$ cat config.mk
export PLATFORM = sky130hd
export DESIGN_NAME = aes_status_regs
export DESIGN_NICKNAME = d
export VERILOG_FILES = /design/src/inc/aes_pkg.sv /design/src/rtl/aes_event_latch.sv /design/src/rtl/aes_frame_count.sv /design/src/rtl/aes_status_regs.sv
export SDC_FILE = /design/constraint.sdc
export NUM_CORES = 1
export LEC_CHECK = 0
export BUFFER_PORTS_ARGS = -buffer_cell sky130_fd_sc_hd__clkbuf_2
export CAP_MARGIN = 15
export CORE_ASPECT_RATIO = 1.1
export CORE_UTILIZATION = 55
export CTS_CLUSTER_SIZE = 8
export DETAILED_ROUTE_END_ITERATION = 8
export PLACE_DENSITY = 0.75
export SLEW_MARGIN = 30
export SYNTH_ARGS = -nofsm -noshare
export SYNTH_HDL_FRONTEND = slang
export SYNTH_SLANG_ARGS = --single-unit
$ cat constraint.sdc
create_clock -name mclk -period 13.3 [get_ports mclk]
set_input_delay 1.995 -clock mclk [delete_from_list [all_inputs] [get_ports mclk]]
set_output_delay 1.995 -clock mclk [all_outputs]
set_load 0.02 [all_outputs]
$ cat src/inc/aes_pkg.sv
// shared constants and types for the accelerometer event status block
package aes_pkg;
	localparam int ADDR_W = 8;
	localparam int DATA_W = 8;

	// register offsets
	localparam logic [7:0] OFS_MOTION = 8'h09;
	localparam logic [7:0] OFS_DATA_BUF = 8'h0a;
	localparam logic [7:0] OFS_TAP_SLOPE = 8'h0b;
	localparam logic [7:0] OFS_POSE_HIGHG = 8'h0c;
	localparam logic [7:0] OFS_RSVD = 8'h0d;
	localparam logic [7:0] OFS_FILL = 8'h0e;
	localparam logic [7:0] OFS_BUF_CFG = 8'h30;
	localparam logic [7:0] OFS_LATCH_CTRL = 8'h31;
	localparam logic [7:0] OFS_IRQ_STATUS = 8'h40;
	localparam logic [7:0] OFS_IRQ_CLEAR = 8'h41;
	localparam logic [7:0] OFS_IRQ_ENABLE = 8'h42;

	// event flag index, bits 0..7 are the motion byte, 8..10 the data/buffer byte
	localparam int FLG_LOW = 0;
	localparam int FLG_HIGH = 1;
	localparam int FLG_SLOPE = 2;
	localparam int FLG_SLO_NO_MOT = 3;
	localparam int FLG_D_TAP = 4;
	localparam int FLG_S_TAP = 5;
	localparam int FLG_ORIENT = 6;
	localparam int FLG_FLAT = 7;
	localparam int FLG_DRDY = 8;
	localparam int FLG_LEVEL = 9;
	localparam int FLG_FULL = 10;
	localparam int NUM_FLAGS = 11;

	// field positions
	localparam int DRDY_POS = 7;
	localparam int LEVEL_POS = 6;
	localparam int FULL_POS = 5;
	localparam int CTRL_MODE_LSB = 0;
	localparam int CTRL_FLAT_EN_POS = 2;
	localparam int CTRL_LATCH_CLR_POS = 7;
	localparam int FILL_OVERRUN_POS = 7;

	// interrupt status bits
	localparam int IRQ_MOTION = 0;
	localparam int IRQ_DRDY = 1;
	localparam int IRQ_LEVEL = 2;
	localparam int IRQ_FULL = 3;
	localparam int IRQ_OVERRUN = 4;
	localparam int IRQ_POSE = 5;
	localparam int IRQ_FLAT = 6;

	// reset values
	localparam logic [7:0] CTRL_RST = 8'h00;
	localparam logic [7:0] IRQ_EN_RST = 8'h00;
	localparam logic [7:0] BUF_CFG_RST = 8'h00;

	// latch modes
	localparam logic [1:0] MODE_NONE = 2'h0;
	localparam logic [1:0] MODE_TEMP = 2'h1;
	localparam logic [1:0] MODE_PERM = 2'h2;

	// timing
	localparam int CLK_MHZ = 100;
	localparam int TEMP_LATCH_MS = 250;
	localparam int TEMP_LATCH_CYC = TEMP_LATCH_MS * 1000 * CLK_MHZ;
	localparam int FIFO_DEPTH = 32;

	typedef enum logic [2:0] {
		LS_IDLE = 3'b001,
		LS_HELD = 3'b010,
		LS_TIMED = 3'b100
	} aes_lstate_t;
endpackage

$ cat src/rtl/aes_event_latch.sv
// holds one event flag according to the selected latch mode
`timescale 1ns/100ps
module aes_event_latch #(
	parameter int HOLD_CYC = aes_pkg::TEMP_LATCH_CYC
) (
	input wire logic mclk,
	input wire logic reset,
	input wire logic trig,
	input wire logic [1:0] mode,
	input wire logic clear,
	output logic flag
);
	import aes_pkg::*;
	localparam int TW = $clog2(HOLD_CYC + 1);
	localparam logic [TW-1:0] HOLD_LOAD = TW'(HOLD_CYC - 1);
	aes_lstate_t state;
	logic [TW-1:0] timer;

	// a live trigger always shows, whatever the mode
	assign flag = trig | (state != LS_IDLE);

	always_ff @(posedge mclk or posedge reset) begin
		if (reset) begin
			state <= LS_IDLE;
			timer <= '0;
		end else begin
			case (state)
			LS_IDLE: begin
				if (trig && mode == MODE_TEMP) begin
					state <= LS_TIMED;
					timer <= HOLD_LOAD;
				end else if (trig && mode != MODE_NONE) begin
					state <= LS_HELD;
				end
			end
			LS_HELD: begin
				// set beats clear; reads never clear
				if (clear && !trig) begin
					state <= LS_IDLE;
				end
			end
			LS_TIMED: begin
				if (trig) begin
					timer <= HOLD_LOAD;
				end else if (clear || timer == '0) begin
					state <= LS_IDLE;
				end else begin
					timer <= timer - 1'b1;
				end
			end
			default: state <= LS_IDLE;
			endcase
		end
	end

	latch_set_a: assert property (@(posedge mclk) disable iff (reset)
		trig && mode != MODE_NONE |=> flag)
		else $error("latched flag not set after trigger");
	perm_hold_a: assert property (@(posedge mclk) disable iff (reset)
		state == LS_HELD && !clear |=> flag && state == LS_HELD)
		else $error("held flag dropped without clear");
endmodule

$ cat src/rtl/aes_frame_count.sv
// buffer fill level and overrun flag
`timescale 1ns/100ps
module aes_frame_count #(
	parameter int DEPTH = aes_pkg::FIFO_DEPTH,
	parameter int CW = 7
) (
	input wire logic mclk,
	input wire logic reset,
	input wire logic push,
	input wire logic pop,
	input wire logic cfg_wr,
	output logic [CW-1:0] count,
	output logic overrun
);
	import aes_pkg::*;
	localparam logic [CW-1:0] DEPTH_C = CW'(DEPTH);
	logic push_ok;
	logic pop_ok;
	logic lost;

	// a push into a full buffer is only taken when a pop frees a slot
	assign pop_ok = pop && count != '0;
	assign push_ok = push && (count < DEPTH_C || pop_ok);
	assign lost = push && !push_ok;

	always_ff @(posedge mclk or posedge reset) begin
		if (reset) begin
			count <= '0;
		end else if (cfg_wr) begin
			count <= '0;
		end else if (push_ok && !pop_ok) begin
			count <= count + 1'b1;
		end else if (pop_ok && !push_ok) begin
			count <= count - 1'b1;
		end
	end

	always_ff @(posedge mclk or posedge reset) begin
		if (reset) begin
			overrun <= 1'b0;
		end else begin
			overrun <= lost | (overrun & ~cfg_wr);
		end
	end

	overrun_hold_a: assert property (@(posedge mclk) disable iff (reset)
		overrun && !cfg_wr |=> overrun)
		else $error("overrun cleared without config write");
	cfg_clear_a: assert property (@(posedge mclk) disable iff (reset)
		cfg_wr |=> count == '0)
		else $error("frame count not cleared by config write");
	count_bound_a: assert property (@(posedge mclk) disable iff (reset)
		count <= DEPTH_C)
		else $error("frame count above depth");
endmodule

$ cat src/rtl/aes_status_regs.sv
// event status, source, pose and buffer fill registers with interrupt output
`timescale 1ns/100ps

module aes_status_regs #(
	parameter int HOLD_CYC = aes_pkg::TEMP_LATCH_CYC,
	parameter int DEPTH = aes_pkg::FIFO_DEPTH
) (
	input wire logic mclk,
	input wire logic reset,
	input wire logic [aes_pkg::ADDR_W-1:0] addr,
	input wire logic [aes_pkg::DATA_W-1:0] wr_data,
	input wire logic wr_strobe,
	input wire logic rd_strobe,
	output logic [aes_pkg::DATA_W-1:0] rd_data,
	output logic irq,
	input wire logic [aes_pkg::NUM_FLAGS-1:0] evt_trig,
	input wire logic tap_sign,
	input wire logic [2:0] tap_axis,
	input wire logic slope_sign,
	input wire logic [2:0] slope_axis,
	input wire logic high_sign,
	input wire logic [2:0] high_axis,
	input wire logic flat_in,
	input wire logic [2:0] orient_in,
	input wire logic orient_block,
	input wire logic frame_push,
	input wire logic frame_pop
);
	import aes_pkg::*;

	logic [7:0] ctrl;
	logic [7:0] irq_status;
	logic [7:0] irq_enable;
	logic [7:0] buf_cfg;
	logic [NUM_FLAGS-1:0] flags;
	logic [NUM_FLAGS-1:0] flags_prev;
	logic [3:0] tap_src;
	logic [3:0] slope_src;
	logic [3:0] high_src;
	logic [2:0] orient;
	logic flat_now;
	logic [6:0] fill_count;
	logic overrun;
	logic overrun_prev;
	logic latch_clr;
	logic buf_cfg_wr;
	logic [1:0] latch_mode;
	logic flat_en;
	logic [7:0] irq_events;
	logic [7:0] next_rd_data;

	assign latch_mode = ctrl[CTRL_MODE_LSB +: 2];
	assign flat_en = ctrl[CTRL_FLAT_EN_POS];
	assign latch_clr = wr_strobe && addr == OFS_LATCH_CTRL && wr_data[CTRL_LATCH_CLR_POS];
	assign buf_cfg_wr = wr_strobe && addr == OFS_BUF_CFG;

	// one latch per event flag
	genvar gi;
	generate
		for (gi = 0; gi < NUM_FLAGS; gi = gi + 1) begin : g_flag
			aes_event_latch #(
				.HOLD_CYC(HOLD_CYC)
			) u_latch (
				.mclk(mclk),
				.reset(reset),
				.trig(evt_trig[gi]),
				.mode(latch_mode),
				.clear(latch_clr),
				.flag(flags[gi])
			);
		end
	endgenerate

	aes_frame_count #(
		.DEPTH(DEPTH),
		.CW(7)
	) u_fill (
		.mclk(mclk),
		.reset(reset),
		.push(frame_push),
		.pop(frame_pop),
		.cfg_wr(buf_cfg_wr),
		.count(fill_count),
		.overrun(overrun)
	);

	// control register: latch clear bit is a pulse and is not stored
	always_ff @(posedge mclk or posedge reset) begin
		if (reset) begin
			ctrl <= CTRL_RST;
		end else if (wr_strobe && addr == OFS_LATCH_CTRL) begin
			ctrl <= {1'b0, 4'h0, wr_data[2:0]};
		end
	end

	// the buffer config value is kept only so software can read it back
	always_ff @(posedge mclk or posedge reset) begin
		if (reset) begin
			buf_cfg <= BUF_CFG_RST;
		end else if (buf_cfg_wr) begin
			buf_cfg <= wr_data;
		end
	end

	always_ff @(posedge mclk or posedge reset) begin
		if (reset) begin
			irq_enable <= IRQ_EN_RST;
		end else if (wr_strobe && addr == OFS_IRQ_ENABLE) begin
			irq_enable <= wr_data;
		end
	end

	// source bits follow the engine while it reports a trigger
	always_ff @(posedge mclk or posedge reset) begin
		if (reset) begin
			tap_src <= 4'h0;
		end else if (evt_trig[FLG_S_TAP] || evt_trig[FLG_D_TAP]) begin
			tap_src <= {tap_sign, tap_axis};
		end
	end

	always_ff @(posedge mclk or posedge reset) begin
		if (reset) begin
			slope_src <= 4'h0;
		end else if (evt_trig[FLG_SLOPE]) begin
			slope_src <= {slope_sign, slope_axis};
		end
	end

	always_ff @(posedge mclk or posedge reset) begin
		if (reset) begin
			high_src <= 4'h0;
		end else if (evt_trig[FLG_HIGH]) begin
			high_src <= {high_sign, high_axis};
		end
	end

	// pose is not latched: it tracks the detector unless blocked
	always_ff @(posedge mclk or posedge reset) begin
		if (reset) begin
			orient <= 3'h0;
		end else if (!orient_block) begin
			orient <= orient_in;
		end
	end

	always_ff @(posedge mclk or posedge reset) begin
		if (reset) begin
			flat_now <= 1'b0;
		end else begin
			flat_now <= flat_in;
		end
	end

	always_ff @(posedge mclk or posedge reset) begin
		if (reset) begin
			flags_prev <= '0;
			overrun_prev <= 1'b0;
		end else begin
			flags_prev <= flags;
			overrun_prev <= overrun;
		end
	end

	// interrupt events are edges, so a held flag raises only one event
	always_comb begin
		irq_events = 8'h00;
		irq_events[IRQ_MOTION] = |(flags[7:0] & ~flags_prev[7:0]);
		irq_events[IRQ_DRDY] = flags[FLG_DRDY] & ~flags_prev[FLG_DRDY];
		irq_events[IRQ_LEVEL] = flags[FLG_LEVEL] & ~flags_prev[FLG_LEVEL];
		irq_events[IRQ_FULL] = flags[FLG_FULL] & ~flags_prev[FLG_FULL];
		irq_events[IRQ_OVERRUN] = overrun & ~overrun_prev;
		irq_events[IRQ_POSE] = !orient_block && orient_in != orient;
		irq_events[IRQ_FLAT] = flat_in != flat_now;
	end

	// a new event beats a clear in the same cycle
	always_ff @(posedge mclk or posedge reset) begin
		if (reset) begin
			irq_status <= 8'h00;
		end else if (wr_strobe && addr == OFS_IRQ_CLEAR) begin
			irq_status <= (irq_status & ~wr_data) | irq_events;
		end else begin
			irq_status <= irq_status | irq_events;
		end
	end

	always_ff @(posedge mclk or posedge reset) begin
		if (reset) begin
			irq <= 1'b0;
		end else begin
			irq <= |(irq_status & irq_enable);
		end
	end

	// read mux; unmapped and reserved addresses read zero
	always_comb begin
		next_rd_data = 8'h00;
		case (addr)
		OFS_MOTION: next_rd_data = flags[7:0];
		OFS_DATA_BUF: begin
			next_rd_data[DRDY_POS] = flags[FLG_DRDY];
			next_rd_data[LEVEL_POS] = flags[FLG_LEVEL];
			next_rd_data[FULL_POS] = flags[FLG_FULL];
		end
		OFS_TAP_SLOPE: next_rd_data = {tap_src, slope_src};
		OFS_POSE_HIGHG: begin
			// flat means nothing with detection off, so it reads zero
			next_rd_data = {flat_now & flat_en, orient, high_src};
		end
		OFS_RSVD: next_rd_data = 8'h00;
		OFS_FILL: next_rd_data = {overrun, fill_count};
		OFS_BUF_CFG: next_rd_data = buf_cfg;
		OFS_LATCH_CTRL: next_rd_data = ctrl;
		OFS_IRQ_STATUS: next_rd_data = irq_status;
		OFS_IRQ_ENABLE: next_rd_data = irq_enable;
		default: next_rd_data = 8'h00;
		endcase
	end

	// data stand only in the cycle after the read strobe
	always_ff @(posedge mclk or posedge reset) begin
		if (reset) begin
			rd_data <= 8'h00;
		end else if (rd_strobe) begin
			rd_data <= next_rd_data;
		end else begin
			rd_data <= 8'h00;
		end
	end

	motion_read_a: assert property (@(posedge mclk) disable iff (reset)
		rd_strobe && addr == OFS_MOTION |=> rd_data == $past(flags[7:0]))
		else $error("motion byte does not match flags");
	data_rsvd_a: assert property (@(posedge mclk) disable iff (reset)
		rd_strobe && addr == OFS_DATA_BUF
		|=> rd_data[4:0] == 5'h00 && rd_data[DRDY_POS] == $past(flags[FLG_DRDY]))
		else $error("data byte layout wrong");
	tap_source_a: assert property (@(posedge mclk) disable iff (reset)
		evt_trig[FLG_S_TAP] || evt_trig[FLG_D_TAP] |=> tap_src == $past({tap_sign, tap_axis}))
		else $error("tap source not captured");
	slope_source_a: assert property (@(posedge mclk) disable iff (reset)
		evt_trig[FLG_SLOPE] |=> slope_src == $past({slope_sign, slope_axis}))
		else $error("slope source not captured");
	high_source_a: assert property (@(posedge mclk) disable iff (reset)
		rd_strobe && addr == OFS_POSE_HIGHG |=> rd_data[3:0] == $past(high_src))
		else $error("high-g source misplaced");
	flat_gate_a: assert property (@(posedge mclk) disable iff (reset)
		rd_strobe && addr == OFS_POSE_HIGHG && !flat_en |=> rd_data[7] == 1'b0)
		else $error("flat bit shown while detection off");
	pose_track_a: assert property (@(posedge mclk) disable iff (reset)
		!orient_block |=> orient == $past(orient_in))
		else $error("pose bits not tracking");
	pose_freeze_a: assert property (@(posedge mclk) disable iff (reset)
		orient_block [*2] |-> $stable(orient))
		else $error("pose bits changed while blocked");
	rsvd_read_a: assert property (@(posedge mclk) disable iff (reset)
		rd_strobe && addr == OFS_RSVD |=> rd_data == 8'h00)
		else $error("reserved address reads nonzero");
	fill_read_a: assert property (@(posedge mclk) disable iff (reset)
		rd_strobe && addr == OFS_FILL |=> rd_data == $past({overrun, fill_count}))
		else $error("fill byte wrong");
	read_keep_a: assert property (@(posedge mclk) disable iff (reset)
		rd_strobe && addr == OFS_MOTION && latch_mode == MODE_PERM && flags[FLG_SLO_NO_MOT]
		&& !latch_clr |=> flags[FLG_SLO_NO_MOT])
		else $error("read cleared a latched flag");
	irq_out_a: assert property (@(posedge mclk) disable iff (reset)
		##1 irq == $past(|(irq_status & irq_enable)))
		else $error("interrupt output wrong");
	idle_read_a: assert property (@(posedge mclk) disable iff (reset)
		!rd_strobe |=> rd_data == 8'h00)
		else $error("read data outside read cycle");

	// source bytes: capture only while the engine reports, hold otherwise; read layout of the data and pose bytes
	tap_read_a: assert property (@(posedge mclk) disable iff (reset)
		rd_strobe && addr == OFS_TAP_SLOPE |=> rd_data == $past({tap_src, slope_src}))
		else $error("tap and slope byte wrong");
	tap_hold_a: assert property (@(posedge mclk) disable iff (reset)
		!evt_trig[FLG_S_TAP] && !evt_trig[FLG_D_TAP] |=> $stable(tap_src))
		else $error("tap source changed without trigger");
	slope_hold_a: assert property (@(posedge mclk) disable iff (reset)
		!evt_trig[FLG_SLOPE] |=> $stable(slope_src))
		else $error("slope source changed without trigger");
	high_capture_a: assert property (@(posedge mclk) disable iff (reset)
		evt_trig[FLG_HIGH] |=> high_src == $past({high_sign, high_axis}))
		else $error("high-g source not captured");
	high_hold_a: assert property (@(posedge mclk) disable iff (reset)
		!evt_trig[FLG_HIGH] |=> $stable(high_src))
		else $error("high-g source changed without trigger");
	data_bits_a: assert property (@(posedge mclk) disable iff (reset)
		rd_strobe && addr == OFS_DATA_BUF |=> rd_data[LEVEL_POS] == $past(flags[FLG_LEVEL])
		&& rd_data[FULL_POS] == $past(flags[FLG_FULL]))
		else $error("level or full bit misplaced");
	pose_bits_a: assert property (@(posedge mclk) disable iff (reset)
		rd_strobe && addr == OFS_POSE_HIGHG |=> rd_data[6:4] == $past(orient))
		else $error("pose bits misplaced");
	flat_read_a: assert property (@(posedge mclk) disable iff (reset)
		rd_strobe && addr == OFS_POSE_HIGHG && flat_en |=> rd_data[7] == $past(flat_now))
		else $error("flat bit wrong while enabled");

	// control side: clear bit is a pulse, never stored
	ctrl_write_a: assert property (@(posedge mclk) disable iff (reset)
		wr_strobe && addr == OFS_LATCH_CTRL |=> latch_mode == $past(wr_data[1:0])
		&& ctrl[7:3] == 5'h00)
		else $error("latch control not taken");
	ctrl_read_a: assert property (@(posedge mclk) disable iff (reset)
		rd_strobe && addr == OFS_LATCH_CTRL |=> rd_data[CTRL_LATCH_CLR_POS] == 1'b0)
		else $error("latch clear bit reads back");
	enable_write_a: assert property (@(posedge mclk) disable iff (reset)
		wr_strobe && addr == OFS_IRQ_ENABLE |=> irq_enable == $past(wr_data))
		else $error("interrupt enable not taken");
	events_set_a: assert property (@(posedge mclk) disable iff (reset)
		|irq_events |=> (irq_status & $past(irq_events)) == $past(irq_events))
		else $error("interrupt event lost");
	irq_clear_a: assert property (@(posedge mclk) disable iff (reset)
		wr_strobe && addr == OFS_IRQ_CLEAR |=> (irq_status & $past(wr_data & ~irq_events)) == 8'h00)
		else $error("interrupt status not cleared");
	pose_event_a: assert property (@(posedge mclk) disable iff (reset)
		!orient_block && orient_in != orient |=> irq_status[IRQ_POSE])
		else $error("pose change not reported");
	flat_event_a: assert property (@(posedge mclk) disable iff (reset)
		flat_in != flat_now |=> irq_status[IRQ_FLAT])
		else $error("flat change not reported");
	overrun_event_a: assert property (@(posedge mclk) disable iff (reset)
		overrun && !overrun_prev |=> irq_status[IRQ_OVERRUN])
		else $error("overrun not reported");
endmodule

==> run_results.csv <==
group,metric,value,unit
setup_path,r2r-end,"u_fill.count[6]$_DFFE_PP0P_",
setup_path,rr_startpoint,"u_fill.count[2]$_DFFE_PP0P_",
logic_synthesis,yosys_most_used_dff,"dfrtp_1",
pwr,p_leak,9.40,nW
cts,insertion_delay,580,ps
hold_path,min_path_type,"register to register",
finish,fin_util,62.3,%
finish,nets,2272,
outcome,status,"finished, final reports clean",
route,viasPerCell,6.17,
cts,numCtsBuffers,53,
setup_path,rr_worst_depth,11,
finish,instances_no_fill,2739,
finish,fill_cells,2999,
logic_synthesis,seq_area_frac_synth,47.0,%
floorplan,num_rows,73,
timing,setup_viol,0,
hold_path,worstHoldEndpoint,"irq_status[4]$_DFF_PP0_",
placement,post-dp-hpwl,32500,um
cts,cts-root-buf,"clkbuf_16",
floorplan,io_pins,59,
cts,cts-resized-gates,0,
setup_path,crit_chain,"clkbuf_2 -> nor4b_2 -> and4_1 -> buf_4 -> nor2_1 -> a21oi_2 -> inv_1 -> a31o_2 -> a21o_1",
global_routing,first_global_vias,16300,
cts,clockBufferDepth,3,
global_routing,antenna_found_initial,5,
cts,h-tree-depth,2,
setup_path,crit_arrival,5150,ps
pwr,p_per_area,161,nW/um^2
route,ant_nets,0,
run,max_cap_viol_count,0,
logic_synthesis,synth_cells,2160,
logic_synthesis,synthArstFlopShare,100,%
placement,dp.cells,2634,
timing,slew_viol_final,0,
floorplan,die-area,37600,um^2
floorplan,die_y,203,um
setup_path,cp-start-kind,"input port",
route,first_pass_iters,5,
logic_synthesis,syn_nets,2228,
timing,fin_setup_tns,0,ps
global_routing,grt_util_all_layers,26.5,%
finish,area_growth,11.4,%
timing,fin_skew,16.9,ps
floorplan,start_util,55.9,%
setup_path,cp_max_fo,14,
hold_path,hold_path.startpoint,"overrun_prev$_DFF_PP0_",
hold_path,whs_path_depth,1,
timing,fmax,0.213,GHz
timing,worstMarginPinSlew,976,ps
timing,period_needed,4690,ps
setup_path,crit_slowest_cell,"and4_1",
setup_path,required,13760,ps
logic_synthesis,synth_area,20300,um^2
route,drt_iter0_drc,1176,
finish,drive_gt1_share,10.2,%
cts,cts_hold_buf,0,
floorplan,core,36300,um^2
pwr,finalPower,3.64,mW
floorplan,die_w,185,um
route,drt-total-wl,48900,um
logic_synthesis,synth.distinct_cells,95,
logic_synthesis,synth_edf_count,0,
finish,fin_area,22600,um^2
route,avgRoutedWirePerCell,17.8,um
placement,place_area,21000,um^2
setup_path,critPathMaxStageDelay,670,ps
global_routing,gr-total-overflow,0,
cts,cts_tree,"built",
logic_synthesis,synth_seq_cells,380,
cts,path_clk_slew,50,ps
global_routing,grt_pass1_wl,81200,um
placement,routabilityCongestion,0.942,
global_routing,grt_max_degree,170,
logic_synthesis,syn_avg_cell_area,9.38,um^2
logic_synthesis,ys_warn_count,0,
timing,final_hold_viol_count,0,
timing,final.period_utilization,35.2,%
timing,max_slew_margin,34.8,%
route,drc,0,
cts,cts.sinks,380,
pwr,peakVddDrop,107,uV
setup_path,worst_setup_path_end_kind,"register",
placement,port_buffers,58,
timing,rsz0062_at_grt,"false",
cts,postCtsSetupBuffers,0,
setup_path,regToRegSetupSlack,9870,ps
setup_path,crit_type,"input port to register",
route,vias,16900,
## synthesized netlist by cell type (16+ instances only)
library cell | instances | area (um^2)
a21oi_1 | 100 | 500
a22oi_1 | 18 | 135
a31oi_1 | 25 | 156
and3_1 | 29 | 181
clkbuf_1 | 63 | 236
dfrtp_1 | 369 | 9230
ha_1 | 17 | 213
inv_1 | 48 | 180
mux2_2 | 27 | 304
nand2_1 | 226 | 848
nand2b_1 | 20 | 125
nand3_1 | 103 | 515
nand4_1 | 58 | 363
nor2_1 | 191 | 717
nor2b_1 | 39 | 244
nor3_1 | 76 | 380
nor4_1 | 51 | 319
o21ai_0 | 90 | 450
o31ai_1 | 40 | 300
or2_2 | 16 | 100
or3_1 | 85 | 532
or4_1 | 57 | 428
xnor2_1 | 58 | 508
xor2_1 | 93 | 815
## layout by cell type (no fill, tap or decap), types with 8 or more instances in the layout
cell type / n
a211oi_1: 13
a21oi_1: 100
a22oi_1: 18
a31oi_1: 25
and2_1: 10
and3_1: 29
and4_1: 10
buf_4: 9
clkbuf_1: 41
clkbuf_16: 55
clkbuf_2: 58
dfrtp_1: 369
dfstp_2: 11
ha_1: 17
inv_1: 47
mux2_2: 27
mux2i_1: 8
nand2_1: 226
nand2b_1: 20
nand3_1: 103
nand3b_1: 13
nand4_1: 58
nand4b_1: 13
nor2_1: 190
nor2b_1: 38
nor3_1: 75
nor3b_1: 13
nor4_1: 49
nor4b_1: 9
o211ai_1: 8
o21a_1: 9
o21ai_0: 89
o31ai_1: 40
or2_2: 16
or3_1: 85
or4_1: 57
xnor2_1: 58
xor2_1: 93
## how the worst max path moves through the flow
stage	startpoint	endpoint	cells after the start
finish	addr[0]	g_flag[3].u_latch.timer[13]$_DFFE_PP0P_	9
global route	addr[0]	g_flag[3].u_latch.timer[13]$_DFFE_PP0P_	9
CTS	addr[0]	g_flag[7].u_latch.timer[11]$_DFFE_PP0P_	7
detailed placement	addr[0]	g_flag[7].u_latch.timer[19]$_DFFE_PP0P_	7
global placement	addr[0]	g_flag[7].u_latch.timer[19]$_DFFE_PP0P_	7
floorplan	reset	buf_cfg[0]$_DFFE_PP0P_	1
## state kept, by name (all words and copies together) (netlist names), 4 cells and up
| register | count |
|---|---|
| flags_prev | 11 |
| g_flag.u_latch.timer | 275 |
| slope_src | 4 |
| tap_src | 4 |
| rd_data | 8 |
| buf_cfg | 8 |
| irq_status | 8 |
| irq_enable | 8 |
| g_flag.u_latch.state | 33 |
| high_src | 4 |
| u_fill.count | 7 |
## layout make-up
type / instances / area (um^2) / share of cell area (%)
Clock buffer: 96 / 1530 / 6.78
Antenna cell: 5 / 12.5 / 0.0554
Sequential cell: 380 / 9520 / 42.2
Tap cell: 487 / 609 / 2.70
Multi-Input combinational cell: 1648 / 10300 / 45.4
Timing Repair Buffer: 71 / 430 / 1.91
Clock inverter: 2 / 13.8 / 0.0610
Inverter: 50 / 200 / 0.887
## routing by layer
metal  vias up  routed length [um]  GRT usage [%]
met5         -                   0              0
met3       116                2440           3.62
met4         0                1770           11.6
li1       7999                   -              -
met2       459               23500           43.6
met1      8328               21200           35.0
## report_power, final
part / total [mW] / leakage (nW) / switching, mW / internal [mW]
registers: 1.68 / 4.66 / 0.268 / 1.41
clock network: 1.26 / 0.735 / 0.498 / 0.766
logic: 0.704 / 4.01 / 0.389 / 0.315
## kinds of logic after synthesis
group                    count (synthesis)  synth area share, %
flip-flops                             380                 47.0
adder cells (fa/ha/maj)                 18                 1.15
XOR/XNOR                               151                 6.53
AO/OA/AOI/OAI                          380                 12.2
AND/OR/NAND/NOR                       1064                 28.6
multiplexers                            35                 1.90
buffers and inverters                  132                 2.67
## critical path: cells and delay by family
kind	cells	cell delay, ps
AND/OR/NAND/NOR	3	1380
AO/OA/AOI/OAI	3	940
buffers and inverters	3	810
## per-stage QoR
step / hold slack, ps / setup WS, ps
2_1_floorplan: 375 / 766
3_5_place_dp: 424 / 7900
5_1_grt: 441 / 8440
3_3_place_gp: 407 / 8100
6_report: 428 / 8610
4_1_cts: 435 / 8470
No activity file was read; power rests on OpenSTA's default activity.
